## config.mk

```make
export PLATFORM = sky130hd
export DESIGN_NAME = dpw_core
export DESIGN_NICKNAME = d
export VERILOG_FILES = /design/src/common/dpw_pkg.sv /design/src/common/dpw_plane_if.sv /design/src/hw/dpw_core.sv /design/src/hw/dpw_plane_seq.sv
export SDC_FILE = /design/constraint.sdc
export NUM_CORES = 1
export LEC_CHECK = 0
export ABC_AREA = 1
export BUFFER_PORTS_ARGS = -buffer_cell sky130_fd_sc_hd__buf_4
export CAP_MARGIN = 5
export CORE_MARGIN = 2
export CORE_UTILIZATION = 40
export CTS_CLUSTER_DIAMETER = 40
export DETAILED_ROUTE_END_ITERATION = 10
export HOLD_SLACK_MARGIN = 0.15
export PLACE_DENSITY = 0.74
export SLEW_MARGIN = 20
export SYNTH_ARGS = -nofsm -noshare
export SYNTH_HDL_FRONTEND = slang
export SYNTH_HIERARCHICAL = 1
export SYNTH_SLANG_ARGS = --single-unit
```

## constraint.sdc

```tcl
create_clock -name clk -period 1.7 [get_ports clk]
set_clock_uncertainty 0.1 [all_clocks]
set_input_delay 0 -clock clk [delete_from_list [all_inputs] [get_ports clk]]
set_output_delay 0 -clock clk [all_outputs]
set_load 0.01 [all_outputs]
```

## src/common/dpw_pkg.sv

```systemverilog
// Purpose: Shared constants for the device power and wake block
// Assumes: 32-bit register port, byte offsets on word boundaries
// Notes:   Device states use a two-bit code, D0 to D3
package dpw_pkg;

    // ****************************************
    // Register port
    // ****************************************
    localparam int unsigned DW = 32;               // Data width
    localparam int unsigned AW = 8;                // Address width

    // ****************************************
    // Register offsets
    // ****************************************
    localparam logic [7:0] OFS_STS = 8'h00;        // Event status, write one to clear
    localparam logic [7:0] OFS_EN  = 8'h04;        // Event enable toward the SCI
    localparam logic [7:0] OFS_WEN = 8'h08;        // Per-source wake enable
    localparam logic [7:0] OFS_SRC = 8'h0C;        // Recorded wake source
    localparam logic [7:0] OFS_CTL = 8'h10;        // Plane and modem control
    localparam logic [7:0] OFS_PST = 8'h14;        // Power state readback

    // ****************************************
    // Event vector bit positions
    // ****************************************
    localparam int unsigned EV_PWR  = 0;           // Power status change
    localparam int unsigned EV_RING = 1;           // Modem ring wake
    localparam int unsigned EV_DEV  = 2;           // First bridged device wake

    // ****************************************
    // Control register fields and wake record valid bit
    // ****************************************
    localparam int unsigned CTL_W     = 4;         // Stored control bits
    localparam int unsigned CTL_MAIN  = 0;         // Main plane enable
    localparam int unsigned CTL_AUX   = 1;         // Aux plane enable
    localparam int unsigned CTL_LP    = 2;         // Modem low-power request
    localparam int unsigned CTL_OFF   = 3;         // Modem off request
    localparam int unsigned CTL_SLEEP = 4;         // Write one: system sleeps
    localparam logic [3:0]  CTL_RST   = 4'h3;      // Both planes on, modem in D0
    localparam int unsigned SRC_VLD   = 31;        // Wake record valid bit

    // ****************************************
    // Power state readback fields
    // ****************************************
    localparam int unsigned PST_DST   = 0;         // Two-bit device state
    localparam int unsigned PST_NMAIN = 2;         // Main plane needed
    localparam int unsigned PST_NAUX  = 3;         // Aux plane needed
    localparam int unsigned PST_SLP   = 4;         // System sleeping or resuming
    localparam int unsigned PST_MON   = 5;         // Main plane is on
    localparam int unsigned PST_AON   = 6;         // Aux plane is on

    // ****************************************
    // Device state codes
    // ****************************************
    localparam logic [1:0] DST_D0 = 2'h0;          // Full power
    localparam logic [1:0] DST_D1 = 2'h1;          // Low power, context kept
    localparam logic [1:0] DST_D3 = 2'h3;          // Off, context lost

    // System sleep sequence
    typedef enum logic [1:0] {SYS_RUN, SYS_SLEEP, SYS_RESUME} dpw_sys_t;

endpackage

```

## src/common/dpw_plane_if.sv

```systemverilog
// Purpose: Request, enable and isolation of one power plane
// Assumes: Single clock domain
// Notes:   Core drives the request, sequencer the rest
`timescale 1ns/1ps
`default_nettype none
interface dpw_plane_if;
    logic req;                                     // Plane wanted on
    logic en;                                      // Plane enable out
    logic iso;                                     // Isolation of parts on it
    modport seq  (input req, output en, output iso);
    modport core (output req, input en, input iso);
endinterface
`default_nettype wire

```

## src/hw/dpw_core.sv

```systemverilog
// Purpose: Power status events, system wake and modem power planes
// Assumes: One 50 MHz clock, synchronous active-low reset
// Notes:   Registers over a plain port, read data one cycle later
//
// Overview of operation
// - Power status change sets status, raises SCI
// - Wake path runs in hardware only
// - Bridges forward device wake to core
// - Wake only from wake-enabled sources
// - Enabled wake sets status and resumes in the same cycle
// - Wake source record survives status clear
// - D0: controller, phone, speaker all on
// - D1: low power, context kept, on hook
// - D3: controller off, on hook; D2 never produced
// - Ring wakes machine when wake enabled
// - D0 needs both planes, D1 main only
// - Modem wake needs no power plane
// - Aux-off command drops aux enable line
// - Low-power request puts controller low power
// - Off request shuts controller functions down
// - Isolation sequenced with each power plane
// - Modem power state readable by software
// - Ring detect line is a wake source
//
// The address-and-strobe port and the placing of the registers were decided locally.
`timescale 1ns/1ps
`default_nettype none
module dpw_core #(
    parameter int unsigned NDEV = 4                 // Bridged wake sources
) (
    input  wire logic                   clk,
    input  wire logic                   rst_n,
    input  wire logic [dpw_pkg::AW-1:0] reg_addr,
    input  wire logic [dpw_pkg::DW-1:0] reg_wdata,
    input  wire logic                   reg_wr,
    input  wire logic                   reg_rd,
    output logic      [dpw_pkg::DW-1:0] reg_rdata,
    input  wire logic                   pwr_status_event,
    input  wire logic [NDEV-1:0]        dev_wake,
    input  wire logic                   ring_detect_line,
    output logic                        sci,
    output logic                        sys_sleep,
    output logic                        sys_resume,
    output logic                        main_plane_en,
    output logic                        aux_plane_enable_line,
    output logic                        main_iso,
    output logic                        aux_iso,
    output logic                        modem_low_power_request,
    output logic                        modem_off_request,
    output logic                        modem_ctrl_on,
    output logic                        modem_ctx_keep,
    output logic                        phone_if_on,
    output logic                        speaker_en,
    output logic                        force_on_hook
);

    // ****************************************
    // Types and constants
    // ****************************************
    localparam int unsigned NEVT = NDEV + 2;        // Events in the vector
    localparam int unsigned DW   = dpw_pkg::DW;

    // Whole state of the block
    typedef struct packed {
        logic [NEVT-1:0]         sts;               // Sticky event status
        logic [NEVT-1:0]         en;                // SCI enables
        logic [NEVT-1:0]         wen;               // Wake enables
        logic [NEVT-1:0]         src;               // Last wake source
        logic                    src_vld;           // Record holds a source
        logic [dpw_pkg::CTL_W-1:0] ctl;             // Plane and modem control
        dpw_pkg::dpw_sys_t       sys;               // Sleep sequence
        logic                    sci;               // Interrupt toward the OS
        logic [DW-1:0]           rdata;             // Read data
    } dpw_state_t;

    localparam dpw_state_t ST_RST = '{
        sts: '0, en: '0, wen: '0, src: '0, src_vld: 1'b0,
        ctl: dpw_pkg::CTL_RST, sys: dpw_pkg::SYS_RUN,
        sci: 1'b0, rdata: '0
    };

    // ****************************************
    // Signals
    // ****************************************
    dpw_state_t      s;                             // Current state
    dpw_state_t      next_s;                        // Next state
    logic [NEVT-1:0] ev_raw;                        // Raw event inputs
    logic [NEVT-1:0] ev_set;                        // Events that latch
    logic [NEVT-1:0] wake_v;                        // Events that may wake
    logic [1:0]      dstate;                        // Modem device state
    logic            need_main;                     // Main plane needed
    logic            need_aux;                      // Aux plane needed
    logic [DW-1:0]   pst;                           // Power state word
    logic            wr_sts;                        // Write to status
    logic            wr_ctl;                        // Write to control

    dpw_plane_if u_main_if ();                      // Main plane link
    dpw_plane_if u_aux_if ();                       // Aux plane link

    // ****************************************
    // Events and wake sources
    // ****************************************

    // Bridged device wake lines enter above the ring line
    assign ev_raw = {dev_wake, ring_detect_line, pwr_status_event};

    // Power status always latches; wake sources only when enabled
    assign ev_set = ev_raw & {s.wen[NEVT-1:1], 1'b1};

    // Ring and device wakes, independent of any plane
    assign wake_v = {ev_set[NEVT-1:1], 1'b0};

    assign wr_sts = reg_wr && (reg_addr == dpw_pkg::OFS_STS);
    assign wr_ctl = reg_wr && (reg_addr == dpw_pkg::OFS_CTL);

    // ****************************************
    // Modem state decode
    // ****************************************

    // Off request wins over low power; D2 is never produced
    always_comb begin
        if (s.ctl[dpw_pkg::CTL_OFF]) begin
            dstate = dpw_pkg::DST_D3;
        end else if (s.ctl[dpw_pkg::CTL_LP]) begin
            dstate = dpw_pkg::DST_D1;
        end else begin
            dstate = dpw_pkg::DST_D0;
        end
    end

    // Plane needs per state
    assign need_main = (dstate != dpw_pkg::DST_D3);
    assign need_aux  = (dstate == dpw_pkg::DST_D0);

    // Readback word of power state
    always_comb begin
        pst                      = '0;
        pst[dpw_pkg::PST_DST+:2] = dstate;
        pst[dpw_pkg::PST_NMAIN]  = need_main;
        pst[dpw_pkg::PST_NAUX]   = need_aux;
        pst[dpw_pkg::PST_SLP]    = (s.sys != dpw_pkg::SYS_RUN);
        pst[dpw_pkg::PST_MON]    = u_main_if.en;
        pst[dpw_pkg::PST_AON]    = u_aux_if.en;
    end

    // ****************************************
    // Next state
    // ****************************************
    always_comb begin
        next_s = s;

        // Status: software clears by writing ones, a new event wins
        if (wr_sts) begin
            next_s.sts = s.sts & ~reg_wdata[NEVT-1:0];
        end
        next_s.sts = next_s.sts | ev_set;

        // Enables and control
        if (reg_wr && (reg_addr == dpw_pkg::OFS_EN)) begin
            next_s.en = reg_wdata[NEVT-1:0];
        end
        if (reg_wr && (reg_addr == dpw_pkg::OFS_WEN)) begin
            next_s.wen = reg_wdata[NEVT-1:0];
        end
        if (wr_ctl) begin
            next_s.ctl = reg_wdata[dpw_pkg::CTL_W-1:0];
        end

        // A write to the record clears it, unless a wake is recorded in the same cycle
        if (reg_wr && (reg_addr == dpw_pkg::OFS_SRC)) begin
            next_s.src     = '0;
            next_s.src_vld = 1'b0;
        end

        // Sleep sequence: software enters it, wake and resume need no processor
        unique case (s.sys)
            dpw_pkg::SYS_RUN: begin
                // Software requests sleep
                if (wr_ctl && reg_wdata[dpw_pkg::CTL_SLEEP]) begin
                    next_s.sys = dpw_pkg::SYS_SLEEP;
                end
            end
            dpw_pkg::SYS_SLEEP: begin
                // Enabled wake: record source and resume
                if (|wake_v) begin
                    next_s.sys     = dpw_pkg::SYS_RESUME;
                    next_s.src     = wake_v;
                    next_s.src_vld = 1'b1;
                end
            end
            dpw_pkg::SYS_RESUME: begin
                // One cycle resume pulse
                next_s.sys = dpw_pkg::SYS_RUN;
            end
        endcase

        // Interrupt follows enabled status
        next_s.sci = |(next_s.sts & next_s.en);

        // Read data only in the cycle after the strobe
        next_s.rdata = '0;
        if (reg_rd) begin
            unique case (reg_addr)
                dpw_pkg::OFS_STS: next_s.rdata = DW'(s.sts);
                dpw_pkg::OFS_EN:  next_s.rdata = DW'(s.en);
                dpw_pkg::OFS_WEN: next_s.rdata = DW'(s.wen);
                dpw_pkg::OFS_SRC: begin
                    next_s.rdata = DW'(s.src);
                    next_s.rdata[dpw_pkg::SRC_VLD] = s.src_vld;
                end
                dpw_pkg::OFS_CTL: next_s.rdata = DW'(s.ctl);
                dpw_pkg::OFS_PST: next_s.rdata = pst;
                default:          next_s.rdata = '0; // Unmapped reads zero
            endcase
        end
    end

    // ****************************************
    // State register
    // ****************************************
    always_ff @(posedge clk) begin
        if (!rst_n) begin
            s <= ST_RST;
        end else begin
            s <= next_s;
        end
    end

    // ****************************************
    // Plane sequencers
    // ****************************************
    assign u_main_if.req = s.ctl[dpw_pkg::CTL_MAIN];
    assign u_aux_if.req  = s.ctl[dpw_pkg::CTL_AUX];

    // Main plane with its isolation
    dpw_plane_seq #(
        .RST_ON (dpw_pkg::CTL_RST[dpw_pkg::CTL_MAIN])
    ) u_main_seq (
        .clk   (clk),
        .rst_n (rst_n),
        .pl    (u_main_if.seq)
    );

    // Aux plane with its isolation
    dpw_plane_seq #(
        .RST_ON (dpw_pkg::CTL_RST[dpw_pkg::CTL_AUX])
    ) u_aux_seq (
        .clk   (clk),
        .rst_n (rst_n),
        .pl    (u_aux_if.seq)
    );

    // ****************************************
    // Outputs
    // ****************************************
    assign reg_rdata               = s.rdata;
    assign sci                     = s.sci;
    assign sys_sleep               = (s.sys == dpw_pkg::SYS_SLEEP);
    assign sys_resume              = (s.sys == dpw_pkg::SYS_RESUME);
    assign main_plane_en           = u_main_if.en;
    assign aux_plane_enable_line   = u_aux_if.en;
    assign main_iso                = u_main_if.iso;
    assign aux_iso                 = u_aux_if.iso;
    assign modem_low_power_request = (dstate == dpw_pkg::DST_D1);
    assign modem_off_request       = (dstate == dpw_pkg::DST_D3);

    // Modem functions per state
    assign modem_ctrl_on  = (dstate != dpw_pkg::DST_D3);
    assign modem_ctx_keep = (dstate != dpw_pkg::DST_D3);
    assign phone_if_on    = (dstate == dpw_pkg::DST_D0);
    assign speaker_en     = (dstate == dpw_pkg::DST_D0);
    assign force_on_hook  = (dstate != dpw_pkg::DST_D0);
endmodule
`default_nettype wire

```

## src/hw/dpw_plane_seq.sv

```systemverilog
// Purpose: Sequence one power plane with its isolation control
// Assumes: Synchronous active-low reset
// Notes:   Isolation rises before the plane drops, falls after it rises
`timescale 1ns/1ps
`default_nettype none
module dpw_plane_seq #(
    parameter logic RST_ON = 1'b1
) (
    input  wire logic clk,
    input  wire logic rst_n,
    dpw_plane_if.seq  pl
);

    typedef struct packed {
        logic en;                                  // Plane enable
        logic iso;                                 // Isolation active
    } dpw_seq_t;

    localparam dpw_seq_t SEQ_RST = '{en: RST_ON, iso: ~RST_ON};

    dpw_seq_t s;                                   // Current state
    dpw_seq_t next_s;                              // Next state

    // Next state: plane rises at once, falls one cycle after isolation
    always_comb begin
        next_s     = s;
        next_s.en  = pl.req | (s.en & ~s.iso);
        next_s.iso = ~(pl.req & s.en);
    end

    // State register
    always_ff @(posedge clk) begin
        if (!rst_n) begin
            s <= SEQ_RST;
        end else begin
            s <= next_s;
        end
    end

    assign pl.en  = s.en;
    assign pl.iso = s.iso;
endmodule
`default_nettype wire
```

Word level (Yosys, flattened, before mapping)
Cells that the tools add are included.
Widths: inputs -> output; s select.

operators by class
  shifts and indexed selects = 0
  add/subtract/negate cells = 0
  bitwise gates (word level) = 15
  muxes and demuxes = 11
  reductions and logical operators = 15
  divide/modulo/power cells = 0
  $lt $le $gt $ge = 0
  equality and inequality tests = 12
  multiply operators = 0

operator list
  cell                count
  $pmux 32 s6         1
  $mux 7              3
  $and 6x6->6         3
  $eq 8x4->1 const B  2
  $eq 8x5->1 const B  2
  $mux 6              2
  $eq 8x3->1 const B  1
  $logic_not 8->1     1
  $logic_and 1x1->1   6
  $mux 2              3
  $not 6->6           1
  $or 6x6->6          1
  $pmux 2 s3          1
  $reduce_or 6->1     1
  $reduce_or 5->1     1
  $and 1x1->1         4
  $eq 2x1->1 const B  2
  $eq 2x2->1 const B  2
  $logic_not 2->1     2
  $ne 2x2->1 const B  2
  $not 1->1           4
  $reduce_and 2->1    2
  $reduce_bool 2->1   2
  $ne 2x1->1 const B  1
  2 further kinds     3

storage, ports and cells
  output and inout bits = 46
  memory bits (writable) = 0
  bits in latches = 0
  memory bits (read-only) = 0
  word-level logic and storage cells = 66
  input bits = 50
  memories kept = 0
  register bits after elaboration = 68

Depth between registers and ports, before layout
  word-level depth = 6
  mapped depth = 11
  depth with buffers taken out = 11

By module
Netlist, hierarchy kept.

by module, submodules not included
  module         area an instance (sq um)  sequential area each (sq um)  instances  cells an instance
  dpw_core       2252.2                    800.8                         1          319
  dpw_plane_seq  63.8                      40.0                          2          8

Least setup slack after synthesis
No wires, ideal clock.

  kind = flip-flop to flip-flop
  from = register s[38] (netlist name)
  to = register s (netlist bit reg_rdata[0])
  setup time = 0.119 ns
  arrival time = 1.096 ns
  buffers on the path = 0
  period minus slack after synthesis = 1.315 ns
  path slack = 0.385 ns
  cell stages (with the launch flop) = 7
  cell sequence = dfxtp_1 -> nor2_1 -> inv_1 -> nand2_1 -> nand3_1 -> a211oi_1 -> nor2_1

between the ends
  word-level cells in the longest chain between the ends = 2

ends and longest elaborated chain
  what                    RTL line         RTL
  from (decl)             dpw_core.sv:85   dpw_state_t s;
  from (signal assigned)  dpw_core.sv:225  s <= next_s;
  $mux 2                  dpw_core.sv:122  if (s.ctl[dpw_pkg::CTL_OFF]) begin
  $pmux 32 s6             dpw_core.sv:203  unique case (reg_addr)

Every way passes these cells.
A chain may end at the register's enable or synchronous reset.

Final worst setup path
  from = input reg_addr[7] (netlist name)
  to = register s[63] (netlist name)

between the ends
  word-level cells in the longest chain between the ends = 4

ends and longest elaborated chain
  what               RTL line         RTL
  from (decl)        dpw_core.sv:33   input wire logic [dpw_pkg::AW-1:0] reg_addr,
  $logic_not 8->1    dpw_core.sv:113  assign wr_sts = reg_wr && (reg_addr == dpw_pkg::OFS_STS);
  $logic_and 1x1->1  dpw_core.sv:113
  $mux 6             dpw_core.sv:153  if (wr_sts) begin
  $or 6x6->6         dpw_core.sv:156  next_s.sts = next_s.sts | ev_set;

Every way passes these cells.

==> summary.md <==
| Metric | Value |
|---|---|
| CP bufs+invs | `4` |
| Crit path cell chain | `buf_4 -> nor2_2 -> nand2_4 -> buf_4 -> nor2_4 -> buf_6 -> nand3_1 -> nand2_1 -> dlygate4sd3_1 -> a21oi_1` |
| Busiest grt layer | `met2` |
| Hold WS | `approximately 0.15 ns` |
| HPWL Detailed | `4200 um` |
| Worst hold path type | `primary input to register` |
| Largest net degree at the start of global routing | `20` |
| Register area share after synthesis | `37.0%` |
| R2R Path Start | `s[50]` |
| Post-synth EDFFs | `0` |
| Post-synth ARST share | `0%` |
| Wire length per cell | `12.3 um` |
| Clock transition at the registers of the reported paths | `0.08 ns` |
| Gr usage total | `19.3%` |
| Longest Clk Path Bufs | `2` |
| Worst setup path endpoint | `s[63]` |
| Post-synth cell types | `31` |
| Number of buffers added on ports | `45` |
| Worst R2R End | `s[42]` |
| Met1 usage | `roughly a quarter` |
| Rel. slew slack | `64.4%` |
| Initial core utilization | `about two fifths` |
| P_leak | `1.53 nW` |
| CTS tree | `done` |
| Synth Flop Type | `dfxtp_1` |
| GP Congestion | `0.868` |
| Die Ht | `81.1 um` |
| Yosys warns | `6` |
| Grt met3 use | `roughly 4.6%` |
| CP max FO | `10` |
| Nets | `~480` |
| Antenna violations before repair | `0` |
| Final Cycle Share | `95.9%` |
| Die area | `6580 um^2` |
| Area Growth Syn to Fin | `35.2%` |
| Met2 Use GR | `32.0%` |
| Clock Sinks | `44` |
| Routed vias | `between 2k and 2.5k` |
| Worst-margin pin slew | `roughly 0.53 ns` |
| Critical Path Stages | `10` |
| Minimum clock period | `1.63 ns` |
| Drt drc | `0` |
| WP data arrival | `1.70 ns` |
| CORE AREA | `approximately 5900 um^2` |
| Outcome | `finished clean` |
| Critical path class | `primary input to register` |
| Root Buffer | `clkbuf_8` |
| Via density | `4.75` |
| TritonCTS Buffers | `5` |
| Pwr dens | `605 nW/um^2` |
| Slack of the worst reg-to-reg path | `0.29 ns` |
| Drt pass-1 iters | `5` |
| # setup viols final | `0` |
| CP Launch Type | `primary input` |
| Final core utilization | `55.0%` |
| VDD IR max | `0.000266 V` |
| Width of the die | `81.1 um` |
| Area leader, netlist | `dfxtp_1` |
| Vias in the first global route | `2,118` |
| I/O pin count | `96` |
| Worst path max stage delay | `0.56 ns` |
| RSZ-0062 raised after global routing | `true` |
| Crit. End Element | `register` |
| CP max stage cell | `dlygate4sd3_1` |
| Syn_area_per_cell | `7.10 um^2` |
| First-iteration detailed-routing DRC count | `162` |
| R2R cell count | `7` |
| Mapped Cells | `335` |
| Fraction of layout cells with a size suffix above 1 | `21.0%` |
| #FFs+latches synth | `44` |
| Top cell type's share of synthesized area | `a little under two fifths` |
| First-pass GRT wire length | `9690 um` |
| Req. time, crit path | `1.77 ns` |
| Most frequent cell after synthesis | `nand2_1` |
| Final Hold Violating Endpoints | `0` |
| Max Slew Vio Count | `0` |
| Max frequency | `0.614 GHz` |
| Setup crit start | `reg_addr[7]` |
| Row cnt | `28` |
| Setup Total Neg Slack | `0 ns` |
| Grt ovf | `0` |
| H-tree depth | `2` |
| Synth Cell Area | `2380 um^2` |
| # diodes | `0` |
| Most used cell, CP | `buf_4` |
| Max-Cap Viols | `0` |
| Worst skew pair latency | `0.30 ns` |
| Post-DRT Antenna Nets | `0` |
| Area contributors post-synth | `dfxtp_1 37%, nand2_1 15%, buf_4 11%` |
| Final WL | `6130 um` |
| CP delay by family, top | `buffers and inverters` |
| Synth cell count leaders | `92 x nand2_1, 44 x dfxtp_1, 34 x buf_4` |
## routing by layer
layer  vias to the layer above  share of wire (%)
li1                       1181                  -
met1                      1075                 42
met2                        99                 49
met3                         9                7.8
met4                         0                1.2
met5                         -                  0
## state kept, by name, indices dropped and copies added (netlist names)
register and flops:
u_main_seq/pl.en 1, reg_rdata 8, u_main_seq/pl.iso 1, u_aux_seq/pl.iso 1, s 31, sci 1
u_aux_seq/pl.en 1
## cells in the final DEF (no fill, tap or decap), types with 3 or more instances in the layout
cell and count:
nor2_1 29, clkbuf_8 6, nand2_2 4, ha_1 3, nand3_1 31, nor2_2 4
a21oi_1 23, buf_6 3, inv_2 4, nand4_1 3, o21ai_1 8, buf_4 54
nand2_1 91, nor2_4 3, dfxtp_1 44, inv_1 27, conb_1 24, nand2_4 3
o21ai_0 5, dlygate4sd3_1 37
## cells by family (layout without fill, tap and decap cells)
family	Yosys count	after routing	synth area share, %
and+or+nand+nor	176	176	35.4
buffers and inverters	71	136	16.9
DFF	44	44	37.0
AOI/OAI and AO/OA	40	40	8.89
adders and majority gates	3	3	1.58
other	1	24	0.158
## layout make-up
class / count / area (um^2)
Clock buffer: 8 / 90.1
Fill cell: 560 / 2630
Inverter: 32 / 123
Multi-Input combinational cell: 243 / 1190
Sequential cell: 44 / 881
Tap cell: 75 / 93.8
Timing Repair Buffer: 96 / 835
## worst min-delay path by stage
stage                       startpoint            to  slack (ns)  depth (start not counted)
after CTS                  reg_addr[2]         s[49]        0.16                          6
after floorplan           reg_wdata[0]         s[35]        0.01                          2
after detailed placement  reg_wdata[0]         s[35]        0.15                          3
final                      reg_addr[5]  reg_rdata[6]        0.15                          5
after global placement    reg_wdata[0]         s[35]        0.14                          3
after global routing       reg_addr[5]  reg_rdata[6]        0.18                          5
## power by group
part | total (W) | switching (W) | internal [W]
combinational | 0.000224 | 0.000129 | 0.0000952
sequential | 0.00104 | 0.00000296 | 0.00103
clock | 0.000686 | 0.000354 | 0.000332
total | 0.00195 | 0.000486 | 0.00146
## worst reg2reg max path, cell delays in order (launching register included)
cell and delay [ns]:
dfxtp_1 0.33, nand2_1 0.14, nand2_1 0.09, nor2_1 0.12, nand3_1 0.11, nand2_1 0.20, nand3_1 0.12, a21oi_1 0.14
## metrics by stage
stage                     instance area [um^2]  worst slack, ns  power [W]  instances
after global placement                    2650            0.169    0.00124        444
after floorplan                           2470            0.385    0.00120        358
after CTS                                 3130           0.0215    0.00194        491
after global routing                      3220          -0.0299    0.00202        498
final                                     3220           0.0702    0.00195        498
after detailed placement                  2650            0.138    0.00124        444
## repair_timing
item | in CTS | in global routing
setup buffers | 0 | 7
hold buffers | 39 | 0
gates resized for setup | 0 | 10
endpoints found under the setup margin | 0 | 12
endpoints found under the hold margin | 44 | 0
No activity file was read; power rests on OpenSTA's default activity.
